--- src/logic/pwr_mgr_defs.svh ---
// Constants for the sleep and stop power manager
`ifndef PWR_MGR_DEFS_SVH
`define PWR_MGR_DEFS_SVH
`define PM_NUM_PERIPH 8
`define PM_NUM_EXT_IRQ 4
`define PM_PERIPH_EN_RESET 8'hff
`endif

--- src/logic/pwr_mgr_pkg.sv ---
// Types for the sleep and stop power manager
package pwr_mgr_pkg;
  typedef enum logic [1:0] {
    st_run,
    st_drain,
    st_sleep,
    st_stop
  } pm_state_t;

  typedef struct packed {
    logic sleep_req;
    logic stop_req;
    logic insn_done;
  } core_req_t;

  typedef struct packed {
    logic core_clk_en;
    logic ext_clk_en;
    logic resume;
    logic take_irq;
  } core_ctl_t;
endpackage

--- src/logic/sleep_stop_power_manager.sv ---
// Sleep and stop clock control for core and peripherals
`timescale 1ns/1ps
`include "pwr_mgr_defs.svh"

module sleep_stop_power_manager #(
  parameter int NUM_PERIPH = `PM_NUM_PERIPH,
  parameter int NUM_EXT_IRQ = `PM_NUM_EXT_IRQ
) (
  input wire logic mclk,
  input wire logic rst_n,
  input pwr_mgr_pkg::core_req_t core_req,
  input wire logic [NUM_PERIPH-1:0] periph_en,
  input wire logic int_irq,
  input wire logic [NUM_EXT_IRQ-1:0] ext_irq,
  input wire logic irq_prio_ok,
  output pwr_mgr_pkg::core_ctl_t core_ctl,
  output logic [NUM_PERIPH-1:0] periph_clk_en,
  output logic sleeping,
  output logic stopped
);

  typedef struct packed {
    pwr_mgr_pkg::pm_state_t state;
    logic go_stop;
    logic [NUM_EXT_IRQ-1:0] ext_s1;
    logic [NUM_EXT_IRQ-1:0] ext_s2;
    pwr_mgr_pkg::core_ctl_t ctl;
    logic [NUM_PERIPH-1:0] pclk;
    logic sleeping;
    logic stopped;
  } pm_regs_t;

  pm_regs_t st_reg;
  pm_regs_t st_next;
  logic wake_any;
  logic wake_ext;

  // Off-chip lines pass two flops before use
  assign wake_ext = |st_reg.ext_s2;
  assign wake_any = wake_ext | int_irq;

  // Stop is the one state that forces every peripheral gate shut
  function automatic logic in_stop(input pwr_mgr_pkg::pm_state_t s);
    return s == pwr_mgr_pkg::st_stop;
  endfunction

  always_comb begin
    st_next = st_reg;
    st_next.ext_s1 = ext_irq;
    st_next.ext_s2 = st_reg.ext_s1;
    st_next.ctl.resume = 1'h0;
    st_next.ctl.take_irq = 1'h0;
    case (st_reg.state)
      pwr_mgr_pkg::st_run: begin
        if (core_req.stop_req) begin
          st_next.state = pwr_mgr_pkg::st_drain;
          st_next.go_stop = 1'h1;
        end else if (core_req.sleep_req) begin
          st_next.state = pwr_mgr_pkg::st_drain;
          st_next.go_stop = 1'h0;
        end
      end
      pwr_mgr_pkg::st_drain: begin
        // Clock stays on until the instruction retires
        if (core_req.insn_done) begin
          st_next.ctl.core_clk_en = 1'h0;
          if (st_reg.go_stop) begin
            st_next.state = pwr_mgr_pkg::st_stop;
            st_next.ctl.ext_clk_en = 1'h0;
            st_next.pclk = '0;
            st_next.stopped = 1'h1;
          end else begin
            st_next.state = pwr_mgr_pkg::st_sleep;
            st_next.sleeping = 1'h1;
          end
        end
      end
      pwr_mgr_pkg::st_sleep: begin
        if (wake_any) begin
          st_next.state = pwr_mgr_pkg::st_run;
          st_next.ctl.core_clk_en = 1'h1;
          st_next.ctl.resume = 1'h1;
          st_next.ctl.take_irq = irq_prio_ok;
          st_next.sleeping = 1'h0;
        end
      end
      pwr_mgr_pkg::st_stop: begin
        // Only external lines wake stop: internal sources are unclocked
        if (wake_ext) begin
          st_next.state = pwr_mgr_pkg::st_run;
          st_next.ctl.ext_clk_en = 1'h1;
          st_next.ctl.core_clk_en = 1'h1;
          st_next.ctl.resume = 1'h1;
          st_next.ctl.take_irq = irq_prio_ok;
          st_next.stopped = 1'h0;
        end
      end
      default: st_next.state = pwr_mgr_pkg::st_run;
    endcase
    if (!in_stop(st_next.state)) begin
      st_next.pclk = periph_en;
    end
  end

  // Enables only from flops; cell latches them while mclk is low
  always_ff @(posedge mclk or negedge rst_n) begin
    if (!rst_n) begin
      st_reg.state <= pwr_mgr_pkg::st_run;
      st_reg.go_stop <= 1'h0;
      st_reg.ext_s1 <= '0;
      st_reg.ext_s2 <= '0;
      st_reg.ctl.core_clk_en <= 1'h1;
      st_reg.ctl.ext_clk_en <= 1'h1;
      st_reg.ctl.resume <= 1'h0;
      st_reg.ctl.take_irq <= 1'h0;
      st_reg.pclk <= NUM_PERIPH'(`PM_PERIPH_EN_RESET);
      st_reg.sleeping <= 1'h0;
      st_reg.stopped <= 1'h0;
    end else begin
      st_reg <= st_next;
    end
  end

  assign core_ctl = st_reg.ctl;
  assign periph_clk_en = st_reg.pclk;
  assign sleeping = st_reg.sleeping;
  assign stopped = st_reg.stopped;

  chk_sleep_gates_core: assert property (@(posedge mclk) disable iff (!rst_n)
    st_reg.state == pwr_mgr_pkg::st_drain && !st_reg.go_stop && core_req.insn_done
    |=> !core_ctl.core_clk_en && sleeping && core_ctl.ext_clk_en)
    else $error("sleep entry did not gate core clock");
  chk_drain_keeps_clk: assert property (@(posedge mclk) disable iff (!rst_n)
    st_reg.state == pwr_mgr_pkg::st_drain && !core_req.insn_done |=> core_ctl.core_clk_en)
    else $error("core clock cut before instruction done");
  chk_sleep_wake: assert property (@(posedge mclk) disable iff (!rst_n)
    st_reg.state == pwr_mgr_pkg::st_sleep && (int_irq || wake_ext)
    |=> core_ctl.core_clk_en && core_ctl.resume && !sleeping)
    else $error("sleep wake missing");
  chk_wake_irq_sel: assert property (@(posedge mclk) disable iff (!rst_n)
    core_ctl.resume |-> core_ctl.take_irq == $past(irq_prio_ok))
    else $error("interrupt take does not follow priority");
  chk_stop_all_off: assert property (@(posedge mclk) disable iff (!rst_n)
    stopped |-> !core_ctl.ext_clk_en && !core_ctl.core_clk_en && periph_clk_en == '0)
    else $error("clock running in stop");
  chk_stop_wake: assert property (@(posedge mclk) disable iff (!rst_n)
    stopped && wake_ext |=> core_ctl.ext_clk_en && !stopped)
    else $error("stop wake missing");
  chk_stop_int_ignored: assert property (@(posedge mclk) disable iff (!rst_n)
    stopped && !wake_ext |=> stopped && !core_ctl.resume)
    else $error("stop left without external interrupt");
  chk_periph_follow: assert property (@(posedge mclk) disable iff (!rst_n)
    !stopped && !in_stop(st_reg.state) ##1 !in_stop(st_reg.state)
    |-> periph_clk_en == $past(periph_en))
    else $error("peripheral enable not applied");

  // Request, entry and sleep-hold checks
  chk_request_taken: assert property (@(posedge mclk) disable iff (!rst_n)
    st_reg.state == pwr_mgr_pkg::st_run && (core_req.sleep_req || core_req.stop_req)
    |=> st_reg.state == pwr_mgr_pkg::st_drain && core_ctl.core_clk_en)
    else $error("request not taken into drain");
  chk_stop_wins_sleep: assert property (@(posedge mclk) disable iff (!rst_n)
    st_reg.state == pwr_mgr_pkg::st_run && core_req.stop_req
    |=> st_reg.go_stop)
    else $error("stop request not recorded");
  chk_stop_entry: assert property (@(posedge mclk) disable iff (!rst_n)
    st_reg.state == pwr_mgr_pkg::st_drain && st_reg.go_stop && core_req.insn_done
    |=> stopped && !sleeping && !core_ctl.core_clk_en && !core_ctl.ext_clk_en)
    else $error("stop entry did not halt clocks");
  chk_drain_no_resume: assert property (@(posedge mclk) disable iff (!rst_n)
    st_reg.state == pwr_mgr_pkg::st_drain |=> !core_ctl.resume && !core_ctl.take_irq)
    else $error("resume pulse while draining");
  chk_sleep_holds: assert property (@(posedge mclk) disable iff (!rst_n)
    sleeping && !int_irq && !wake_ext |=> sleeping && !core_ctl.core_clk_en)
    else $error("sleep left without interrupt");
  chk_sleep_keeps_rest: assert property (@(posedge mclk) disable iff (!rst_n)
    sleeping |-> core_ctl.ext_clk_en && periph_clk_en == $past(periph_en))
    else $error("sleep disturbed external or peripheral clocks");

  // Wake checks
  chk_resume_single: assert property (@(posedge mclk) disable iff (!rst_n)
    core_ctl.resume |=> !core_ctl.resume)
    else $error("resume pulse longer than one cycle");
  chk_resume_source: assert property (@(posedge mclk) disable iff (!rst_n)
    core_ctl.resume |-> st_reg.state == pwr_mgr_pkg::st_run && core_ctl.core_clk_en
    && ($past(st_reg.state) == pwr_mgr_pkg::st_sleep
    || $past(st_reg.state) == pwr_mgr_pkg::st_stop))
    else $error("resume pulse without a wake");
  chk_take_with_resume: assert property (@(posedge mclk) disable iff (!rst_n)
    core_ctl.take_irq |-> core_ctl.resume)
    else $error("interrupt taken without wake");
  chk_wake_no_reset: assert property (@(posedge mclk) disable iff (!rst_n)
    core_ctl.resume |-> core_ctl.ext_clk_en && !sleeping && !stopped
    && periph_clk_en == $past(periph_en))
    else $error("wake did not restore clocks directly");
  chk_stop_resume_plain: assert property (@(posedge mclk) disable iff (!rst_n)
    stopped && wake_ext && !irq_prio_ok |=> core_ctl.resume && !core_ctl.take_irq)
    else $error("stop exit did not resume in sequence");
  chk_stop_take_irq: assert property (@(posedge mclk) disable iff (!rst_n)
    stopped && wake_ext && irq_prio_ok |=> core_ctl.resume && core_ctl.take_irq)
    else $error("stop exit skipped interrupt processing");

  // Gate consistency: flags and gates flip on the same edge
  chk_modes_exclusive: assert property (@(posedge mclk) disable iff (!rst_n)
    !(sleeping && stopped))
    else $error("sleep and stop flags both set");
  chk_gate_matches_mode: assert property (@(posedge mclk) disable iff (!rst_n)
    core_ctl.core_clk_en == !(sleeping || stopped)
    && core_ctl.ext_clk_en == !stopped)
    else $error("clock gates out of step with mode flags");
endmodule

--- config.mk ---
export PLATFORM = sky130hd
export DESIGN_NAME = sleep_stop_power_manager
export DESIGN_NICKNAME = d
export VERILOG_FILES = /design/src/logic/pwr_mgr_pkg.sv /design/src/logic/sleep_stop_power_manager.sv
export VERILOG_INCLUDE_DIRS = /design/src /design/src/logic
export SDC_FILE = /design/constraint.sdc
export NUM_CORES = 1
export LEC_CHECK = 0
export ABC_AREA = 1
export BUFFER_PORTS_ARGS = -buffer_cell sky130_fd_sc_hd__buf_2
export CAP_MARGIN = 20
export CORE_MARGIN = 4
export CORE_UTILIZATION = 49
export CTS_CLUSTER_SIZE = 8
export DETAILED_ROUTE_END_ITERATION = 12
export PLACE_DENSITY = 0.77
export SYNTH_ARGS = -nofsm -noshare
export SYNTH_HDL_FRONTEND = slang
export SYNTH_SLANG_ARGS = --single-unit
--- constraint.sdc ---
create_clock -name mclk -period 1.5 [get_ports mclk]
set_input_delay 0.15 -clock mclk [delete_from_list [all_inputs] [get_ports mclk]]
set_output_delay 0.15 -clock mclk [all_outputs]
set_load 0.005 [all_outputs]
Yosys cells after proc, flatten, opt, wreduce, memory -nomap -nowiden
Index checks and enable logic that the tools add are counted.
- equal/unequal tests: 12
- mux-type cells: 25
- bitwise logic cells: 1
- reductions and logical operators: 11
- operators by type and width (kind ; count):
    8-bit 2-to-1 mux ; 3
    2-bit inequality test, second input constant ; 7
    4-bit AND reduction ; 3
    10-bit 2-to-1 mux ; 1
    2-bit 2-to-1 mux ; 5
    2-bit case mux with 4 select lines ; 1
    1-bit 2-to-1 mux ; 7
    2-bit equality test, second input constant ; 3
    3-bit 2-to-1 mux ; 2
    1-bit case mux with 2 select lines ; 3
    2-bit nonzero test ; 3
    4-bit 2-to-1 mux ; 1
    2-bit case mux with 2 select lines ; 1
    4-bit OR reduction ; 1
    1-bit case mux with 3 select lines ; 1
    3-bit AND reduction ; 1
    3-bit nonzero test ; 1
    2-bit by 1-bit equality test with 1-bit output, second input constant ; 1
    2-bit zero test ; 1
    2-bit by 1-bit inequality test with 1-bit output, second input constant ; 1
    2-bit AND reduction ; 1
    1-bit bitwise OR ; 1
- register bits after elaboration: 25
- input bits: 19
- output and inout bits: 14
- logic and storage cells: 60

Depth between registers and ports, before layout
Gate-level depths: netlist (run 1).
- word-level depth: 7
- mapped depth: 10
- depth with buffers taken out: 10

Least setup slack after synthesis (run 1)
Ideal clock, no wire load.
- kind: flip-flop to flip-flop
- start point: register st_reg[17] (netlist name)
- end point: register st_reg, in the netlist periph_clk_en[0]
- data arrival time: 1031 ps
- data required time: 1425 ps
- setup slack: 393 ps
- stages on the path, launching flop included: 9
- path buffers: 0
- cells stage by stage: dfrtp_1 > nor2_2 > nand2_1 > nor2_2 > nand2_2 > nand2_4 > nand2_4 > nand2_1 > nand2_1
- RTL lines (element ; line ; text):
    start: declaration ; sleep_stop_power_manager.sv:33 ; pm_regs_t st_reg;
    start signal: assignment ; sleep_stop_power_manager.sv:120 ; st_reg <= st_next;

==> results by group, run 1 <==
Critical path
  – Critical path arrival: 1.46 ns
  – Reg-to-Reg End: periph_clk_en[0]$_DFFE_PN1P_
  – Critical-path top delay cell: dfrtp_1
  – Worst setup path endpoint: periph_clk_en[0]$_DFFE_PN1P_
  – Cell depth of the worst flop-to-flop path: 8
  – Count of buffering cells on the critical path with inverters included: 0
  – Path type of the worst setup path: reg -> reg
  – Largest fanout of any net on the critical path: 8
  – Type of origin of the critical path: flop
  – Type of element capturing the critical path: flop
  – Most frequent cell on the critical path: nand2_1
  – Launch point of the critical path: st_reg[15]$_DFF_PN0_
  – Required time reported for the critical path endpoint: 1.75 ns
  – Maximum single-stage delay on the critical path: 0.39 ns
  – List of cells traversed by the critical path: nor2_2 -> nand2_1 -> nor2_2 -> nand2_2 -> nand2_4 -> nand2_4 -> nand2_1 -> nand2_1
  – Total number of cells along the worst setup path: 8
  – Largest delay contributor family on the critical path: simple AND/OR/NAND/NOR gates
  – FF-to-FF Start: st_reg[15]$_DFF_PN0_
  – Reg2Reg Setup Slack: 0.29 ns

Power
  – Total leakage power: 0.694 nW
  – Internal Dissipation: 0.00122 W
  – Net switching power figure: 0.000592 W
  – Design Power: 0.00181 W
  – Logic pwr share: 0.316
  – Sequential cell fraction of total power: 0.529
  – Maximum VDD drop: 928 uV
  – Pwr/cell area: 1420 nW/um^2
  – Proportion of total power due to net switching: 0.327
  – Share of total power in the clock network: 0.155

Place
  – Half-perimeter wire length of the detailed placement result: 1.28 mm
  – Cell Count Post-Placement: 159
  – Buffers on Ports: 32
  – Final Wtd Congestion: 0.848
  – Placed Area: 1190 um^2

Floorplan
  – Number of standard-cell rows in the floorplan: 16
  – Die width: 55.1 um
  – Die outline height: 55.1 um
  – Area of the core region: 2040 um^2
  – Number of ports placed on the die boundary: 33
  – Effective utilization at floorplan: 0.533
  – Die ar.: 3040 um^2

Global routing
  – Gr ovfl total: 0
  – Routing usage on met3: 0.0509
  – Initial antenna violation count: 0
  – GR Util met1: 0.172
  – Global routing met2 resource utilization: 0.215
  – Most heavily used metal layer in global routing: met2
  – Wire length of the first global-routing pass: 2.88 mm
  – Global-route usage over all layers: 0.138
  – Vias in the first global route: 682
  – Largest net degree at the start of global routing: 26

Logic synthesis
  – Area leader, netlist: dfrtp_1
  – Main combinational cell family by area after synthesis: simple AND/OR/NAND/NOR gates
  – Xor/xnor cell area share of the yosys netlist: 0
  – Mux cell area share after synthesis: 0
  – Cell types occupying the most area after synthesis: dfrtp_1 (34%), dfstp_2 (24%), nand2_1 (14%)
  – Area fraction in and, or, nand and nor cells after synthesis: 0.249
  – Area fraction of the dominant cell type after synthesis: 0.345
  – Total standard cell area after synthesis: 1090 um^2
  – Total of flip-flops plus latches after synthesis: 25
  – Post-Synthesis Mean Instance Area: 9.72 um^2
  – Sequential share of the synthesized area: 0.586
  – Complex-gate fraction of the synthesized area: 0.0437
  – Count of warnings emitted by yosys: 0
  – Number of distinct library cells after synthesis: 17
  – Adder and majority gate portion of the synthesized area: 0
  – Cell count after synthesis: 112
  – Net count of the mapped netlist: 131

Clock network
  – Count of clock tree sinks: 25
  – CTS Root Buffer Type: clkbuf_4
  – TritonCTS buffer count: 3
  – Post-CTS repair timing setup buffer count: 0
  – Post_cts resized: 0
  – Clock H-tree levels: 1
  – Clock slew at the register clock pins of the worst setup and hold paths: 0.12 ns
  – Cts-stage hold buffer count: 5
  – Deepest clock path buffer count: 2
  – CTS tree: yes
  – Later-pin clock latency in the skew report: 0.31 ns

Cells and area
  – Fraction of final layout cells with drive strength greater than 1: 0.408
  – Area added between synthesis and finish: 17.5%
  – Number of antenna repair diodes: 0
  – Net count reported at finish: 162
  – Final instance area: 1280 um^2
  – Largest register FFs: 8
  – Final core utilization: 0.626
  – Number of standard cells in the final layout excluding fillers: 169

Drt
  – Average routed wire per standard cell: 10.3 um
  – Wirelength, routed: 1.73 mm
  – DR iter-0 viols: 13
  – Routed Antenna Nets: 0
  – Number of vias per cell: 4.51
  – Detailed-route DRC error count: 0
  – Pre-antenna DRT Iters: 4
  – Via count: 762

STA
  – Final setup violation count: 0
  – Final Slew Violations: 0
  – Unrepaired setup endpoints after global routing: false
  – Timing-limited maximum frequency: 827 MHz
  – Worst-case headroom to the max-slew limit: 0.653
  – Clock Skew: 0.00538 ns
  – Total Negative Setup Slacks: 0 ns
  – Slew at the pin closest to its max-slew limit: 0.520 ns
  – Period minus WS final: 1.21 ns
  – Final hold violation count: 0
  – Share of the clock period used by the worst path after layout: 0.806

Flow run
  – Total of max-cap violations: 0

Hold path
  – Classification of the worst-slack hold path: in -> reg

Status
  – Run status: completed
==> layer usage <==
metal	share of wire	up-vias
met3	0.091	5
met5	0	-
li1	-	387
met2	0.48	30
met4	0.019	0
met1	0.41	340
==> kinds of logic (layout without fill, tap and decap cells) <==
logic type	Yosys count	in the layout
AO/OA/AOI/OAI	8	8
AND/OR/NAND/NOR	56	56
flip-flops	25	25
buffers and inverters	23	53
==> cell type report <==
cell class / count / area, um^2
clock buffer: 4 / 26.3
fill: 185 / 763
inverter: 11 / 41.3
multi-input combinational: 64 / 319
sequential: 25 / 638
tap: 27 / 33.8
timing repair buffer: 38 / 220
==> how the worst min path moves through the flow <==
stage | to | depth (start not counted) | from
CTS | periph_clk_en[6]$_DFFE_PN1P_ | 3 | periph_en[6]
detailed placement | stopped$_DFFE_PN0P_ | 1 | rst_n
finish | periph_clk_en[2]$_DFFE_PN1P_ | 3 | periph_en[2]
global route | periph_clk_en[5]$_DFFE_PN1P_ | 3 | periph_en[5]
global placement | stopped$_DFFE_PN0P_ | 1 | rst_n
floorplan | core_ctl[0]$_DFF_PN0_ | 0 | rst_n
==> power groups by stage <==
stage               clock network (W)  logic [W]  registers, W
floorplan                           0   0.000481      0.000956
global placement                    0   0.000560      0.000968
detailed placement                  0   0.000571      0.000969
CTS                          0.000298   0.000580      0.000958
global route                 0.000327   0.000667      0.000979
finish                       0.000281   0.000572      0.000957
==> layout by cell type, fill, tap and decap left out, types with 2 or more instances in the layout <==
cell           count
nand3_4            2
inv_2              3
o21ai_1            2
dfstp_2           10
nand2_4            2
dlygate4sd3_1      6
nor2_2             3
nand2_2            2
clkbuf_4           3
nand2_1           40
inv_1              8
buf_2             32
dfrtp_1           15
nor2_1             3
nand3_1            3
o21ai_0            4
==> stage by stage <==
| stage | hold WS (ns) | worst slack [ns] |
|---|---|---|
| 6_report | 0.0196 | 0.291 |
| 4_1_cts | 0.00323 | 0.274 |
| 2_1_floorplan | -0.146 | 0.393 |
| 3_3_place_gp | 0.152 | 0.339 |
| 5_1_grt | 0.00548 | 0.161 |
| 3_5_place_dp | 0.161 | 0.286 |
==> cell usage after synthesis <==
master	instances
nand2_1	40
dfrtp_1	15
buf_4	12
dfstp_2	10
inv_1	8
o21ai_0	4
inv_2	3
nand3_1	3
nor2_1	3
nor2_2	3
nand2_2	2
nand2_4	2
nand3_4	2
o21ai_1	2
a22o_1	1
o21ai_2	1
or2_1	1
==> worst min-delay path: stages <==
cell and delay, ns:
buf_2 0.09, nand2_1 0.05, nand2_1 0.04
No activity file was read; power rests on OpenSTA's default activity.
==> inputs of run 2 (changes only) <==
CORE_UTILIZATION = 44   (was 49)
PLACE_DENSITY = 0.73   (was 0.77)
clock period = 1.1 ns   (was 1.5 ns; I/O delays follow)
==> run 2 against run 1 <==
The run now ends with negative setup slack left. Via count rose by 7.9%. Clock-buffer cell count decreased by 1. First-iteration DRC count rose by 62%. Combinational power is 62% higher. Final cell count is 8.3% higher. Clock skew down 0.0040 ns. Worst setup slack got worse by 0.40 ns. Cell area grew 14%. Largest power group unchanged. Non-clock buffer count grew 13. Power grew 46%. Highest routed layer unchanged. Register-to-register slack worse by 0.40 ns. Global-route usage decreased by 1.2 points. Critical path type unchanged. Critical endpoint is now periph_clk_en[4]$_DFFE_PN1P_.
==> results by group, run 2 (same netlist as run 1, synthesis figures left out) <==
Status
  – Run status: complete, but fails checks
  – Failing checks: negative setup slack

Critical path
  – Launch point of the critical path: st_reg[16]$_DFF_PN0_
  – Critical-path top delay cell: dfrtp_1
  – Largest fanout of any net on the critical path: 8 (unchanged)
  – Reg2Reg Setup Slack: -0.11 ns (-0.40 ns)
  – Most frequent cell on the critical path: nand2_1
  – Required time reported for the critical path endpoint: 1.35 ns (-0.40 ns)
  – Path type of the worst setup path: reg -> reg
  – Critical path arrival: 1.46 ns (about the same)
  – Cell depth of the worst flop-to-flop path: 9 (+1)
  – Type of element capturing the critical path: flop
  – Worst setup path endpoint: periph_clk_en[4]$_DFFE_PN1P_
  – Reg-to-Reg End: periph_clk_en[4]$_DFFE_PN1P_
  – Type of origin of the critical path: flop
  – FF-to-FF Start: st_reg[16]$_DFF_PN0_
  – List of cells traversed by the critical path: nor2_2 -> buf_4 -> nand3_4 -> nand2_2 -> inv_2 -> nand2_4 -> nand2_8 -> nand2_1 -> nand2_1
  – Maximum single-stage delay on the critical path: 0.39 ns (about the same)

Global routing
  – Gr ovfl total: 0 (unchanged)
  – Vias in the first global route: 753 (+10%)
  – Wire length of the first global-routing pass: 3.24 mm (+13%)
  – Global-route usage over all layers: 0.126 (-0.0123)
  – Largest net degree at the start of global routing: 26 (unchanged)
  – Initial antenna violation count: 0 (unchanged)

Floorplan
  – Die width: 57.7 um (+4.7%)
  – Number of ports placed on the die boundary: 33 (unchanged)
  – Effective utilization at floorplan: 0.478 (-0.0548)
  – Die ar.: 3330 um^2 (+9.7%)
  – Die outline height: 57.7 um (+4.7%)
  – Number of standard-cell rows in the floorplan: 17 (+1)
  – Area of the core region: 2280 um^2 (+11%)

Clock network
  – CTS tree: yes
  – Clock slew at the register clock pins of the worst setup and hold paths: 0.12 ns (about the same)
  – TritonCTS buffer count: 3 (unchanged)
  – Later-pin clock latency in the skew report: 0.30 ns (about the same)
  – CTS Root Buffer Type: clkbuf_4
  – Deepest clock path buffer count: 2 (unchanged)
  – Count of clock tree sinks: 25 (unchanged)
  – Clock H-tree levels: 1 (unchanged)

Cells and area
  – Net count reported at finish: 175 (+8.0%)
  – Largest register FFs: 8 (unchanged)
  – Fraction of final layout cells with drive strength greater than 1: 0.497 (+0.0883)
  – Most common cell after layout, fill and taps aside: nand2_1
  – Area added between synthesis and finish: 33.7%
  – Number of standard cells in the final layout excluding fillers: 183 (+8.3%)
  – Number of antenna repair diodes: 0 (unchanged)
  – Highest-count cells in the layout ignoring fill and taps: nand2_1 (33), buf_2 (29), dlygate4sd3_1 (14)
  – Fillers: 188 (+1.6%)

Drt
  – Via count: 822 (+7.9%)
  – Wirelength, routed: 1.99 mm (+15%)
  – DR iter-0 viols: 21 (+8)
  – Average routed wire per standard cell: 10.9 um (+6.2%)
  – Routed Antenna Nets: 0 (unchanged)
  – Detailed-route DRC error count: 0 (unchanged)
  – Pre-antenna DRT Iters: 4 (unchanged)
  – Number of vias per cell: 4.49 (-0.38%)

STA
  – Slack of the critical path: -0.110 ns (-0.400 ns)
  – Worst-case headroom to the max-slew limit: 0.648 (-0.00459)
  – Share of the clock period used by the worst path after layout: 1.10 (+0.293)
  – Clock Skew: 0.00139 ns (-0.00400 ns)
  – Final setup violation count: 13 (+13)
  – Unrepaired setup endpoints after global routing: true
  – Final Slew Violations: 0 (unchanged)
  – Final hold violation count: 0 (unchanged)
  – Period minus WS final: 1.21 ns (+0.0000850 ns)
  – Slew at the pin closest to its max-slew limit: 0.527 ns (+0.00688 ns)
  – Timing-limited maximum frequency: 827 MHz (about the same)
  – Total Negative Setup Slacks: -0.856 ns (-0.856 ns)

Place
  – Buffers on Ports: 32 (unchanged)
  – Final Wtd Congestion: 0.891 (+5.1%)
  – Cell Count Post-Placement: 162 (+1.9%)
  – Pre-CTS setup slack: -0.0769 ns (-0.363 ns)
  – Half-perimeter wire length of the detailed placement result: 1.41 mm (+9.8%)

Hold path
  – Classification of the worst-slack hold path: in -> reg

Power
  – Pwr/cell area: 1820 nW/um^2 (+29%)
  – Total leakage power: 0.744 nW (+7.1%)
  – Maximum VDD drop: 1180 uV (+27%)

Flow run
  – Total of max-cap violations: 0 (unchanged)
## run 2: changes by cell type in the layout (fill, tap and decap cells not counted), moves of 2 or more
cell	change
inv_1	-2
buf_4	+5
dfrtp_2	+2
nand2_2	+7
dfrtp_1	-2
dlygate4sd3_1	+8
buf_2	-3
nand2_1	-7
buf_6	+3
## run 2: worst max-delay path: cells and delay by family (launching register included)
kind | cells | cell delay, ns
flops | 1 | 0.39
buf+inv | 2 | 0.16
simple gates | 7 | 0.60
## run 2: layout make-up
type	instances	area, um^2	area share
Clock buffer	3	22.5	0.0155
Clock inverter	1	5.00	0.00344
Inverter	11	45.0	0.0310
Multi-Input combinational cell	64	350	0.241
Sequential cell	25	641	0.440
Tap cell	28	35.0	0.0241
Timing Repair Buffer	51	357	0.245
## run 2: metal layers
| metal | up-vias | GRT usage | routed length [um] |
|---|---|---|---|
| li1 | 418 | - | - |
| met1 | 384 | 0.160 | 800 |
| met2 | 18 | 0.194 | 1050 |
| met3 | 2 | 0.0512 | 117 |
| met4 | 0 | 0.0464 | 22 |
| met5 | - | 0 | 0 |
## run 2: repair_timing
action,in CTS,in global routing
hold buffers,14,0
setup endpoints to repair,12,25
pin swaps,1,2
setup buffers,0,3
endpoints found under the hold margin,28,0
gates resized for setup,1,17
## run 2: how the worst min path moves through the flow
stage,startpoint,endpoint,cells past startpoint
3_5_place_dp,rst_n,st_next[17]$_DFF_PN0_,1
3_3_place_gp,rst_n,st_reg[22]$_DFFE_PN0P_,1
5_1_grt,core_req[1],st_reg[22]$_DFFE_PN0P_,2
4_1_cts,core_req[1],st_reg[22]$_DFFE_PN0P_,2
6_report,core_req[1],st_reg[22]$_DFFE_PN0P_,2
2_1_floorplan,rst_n,core_ctl[0]$_DFF_PN0_,0
## run 2: through the flow
step / power [W] / hold slack (ns) / area, um^2 / util
finish: 0.00265 / 0.0668 / 1460 / 0.639
global route: 0.00288 / 0.0620 / 1460 / 0.639
CTS: 0.00254 / 0.0604 / 1380 / 0.605
floorplan: 0.00196 / -0.186 / 1090 / -
detailed placement: 0.00211 / 0.118 / 1210 / 0.531
global placement: 0.00208 / 0.120 / 1210 / 0.531
## run 2: report_power, final
group / leakage, nW / internal [W] / switching [W]
clock: 0.0177 / 0.000136 / 0.000239
sequential: 0.282 / 0.00119 / 0.000156
combinational: 0.444 / 0.000426 / 0.000503
total: 0.744 / 0.00175 / 0.000899
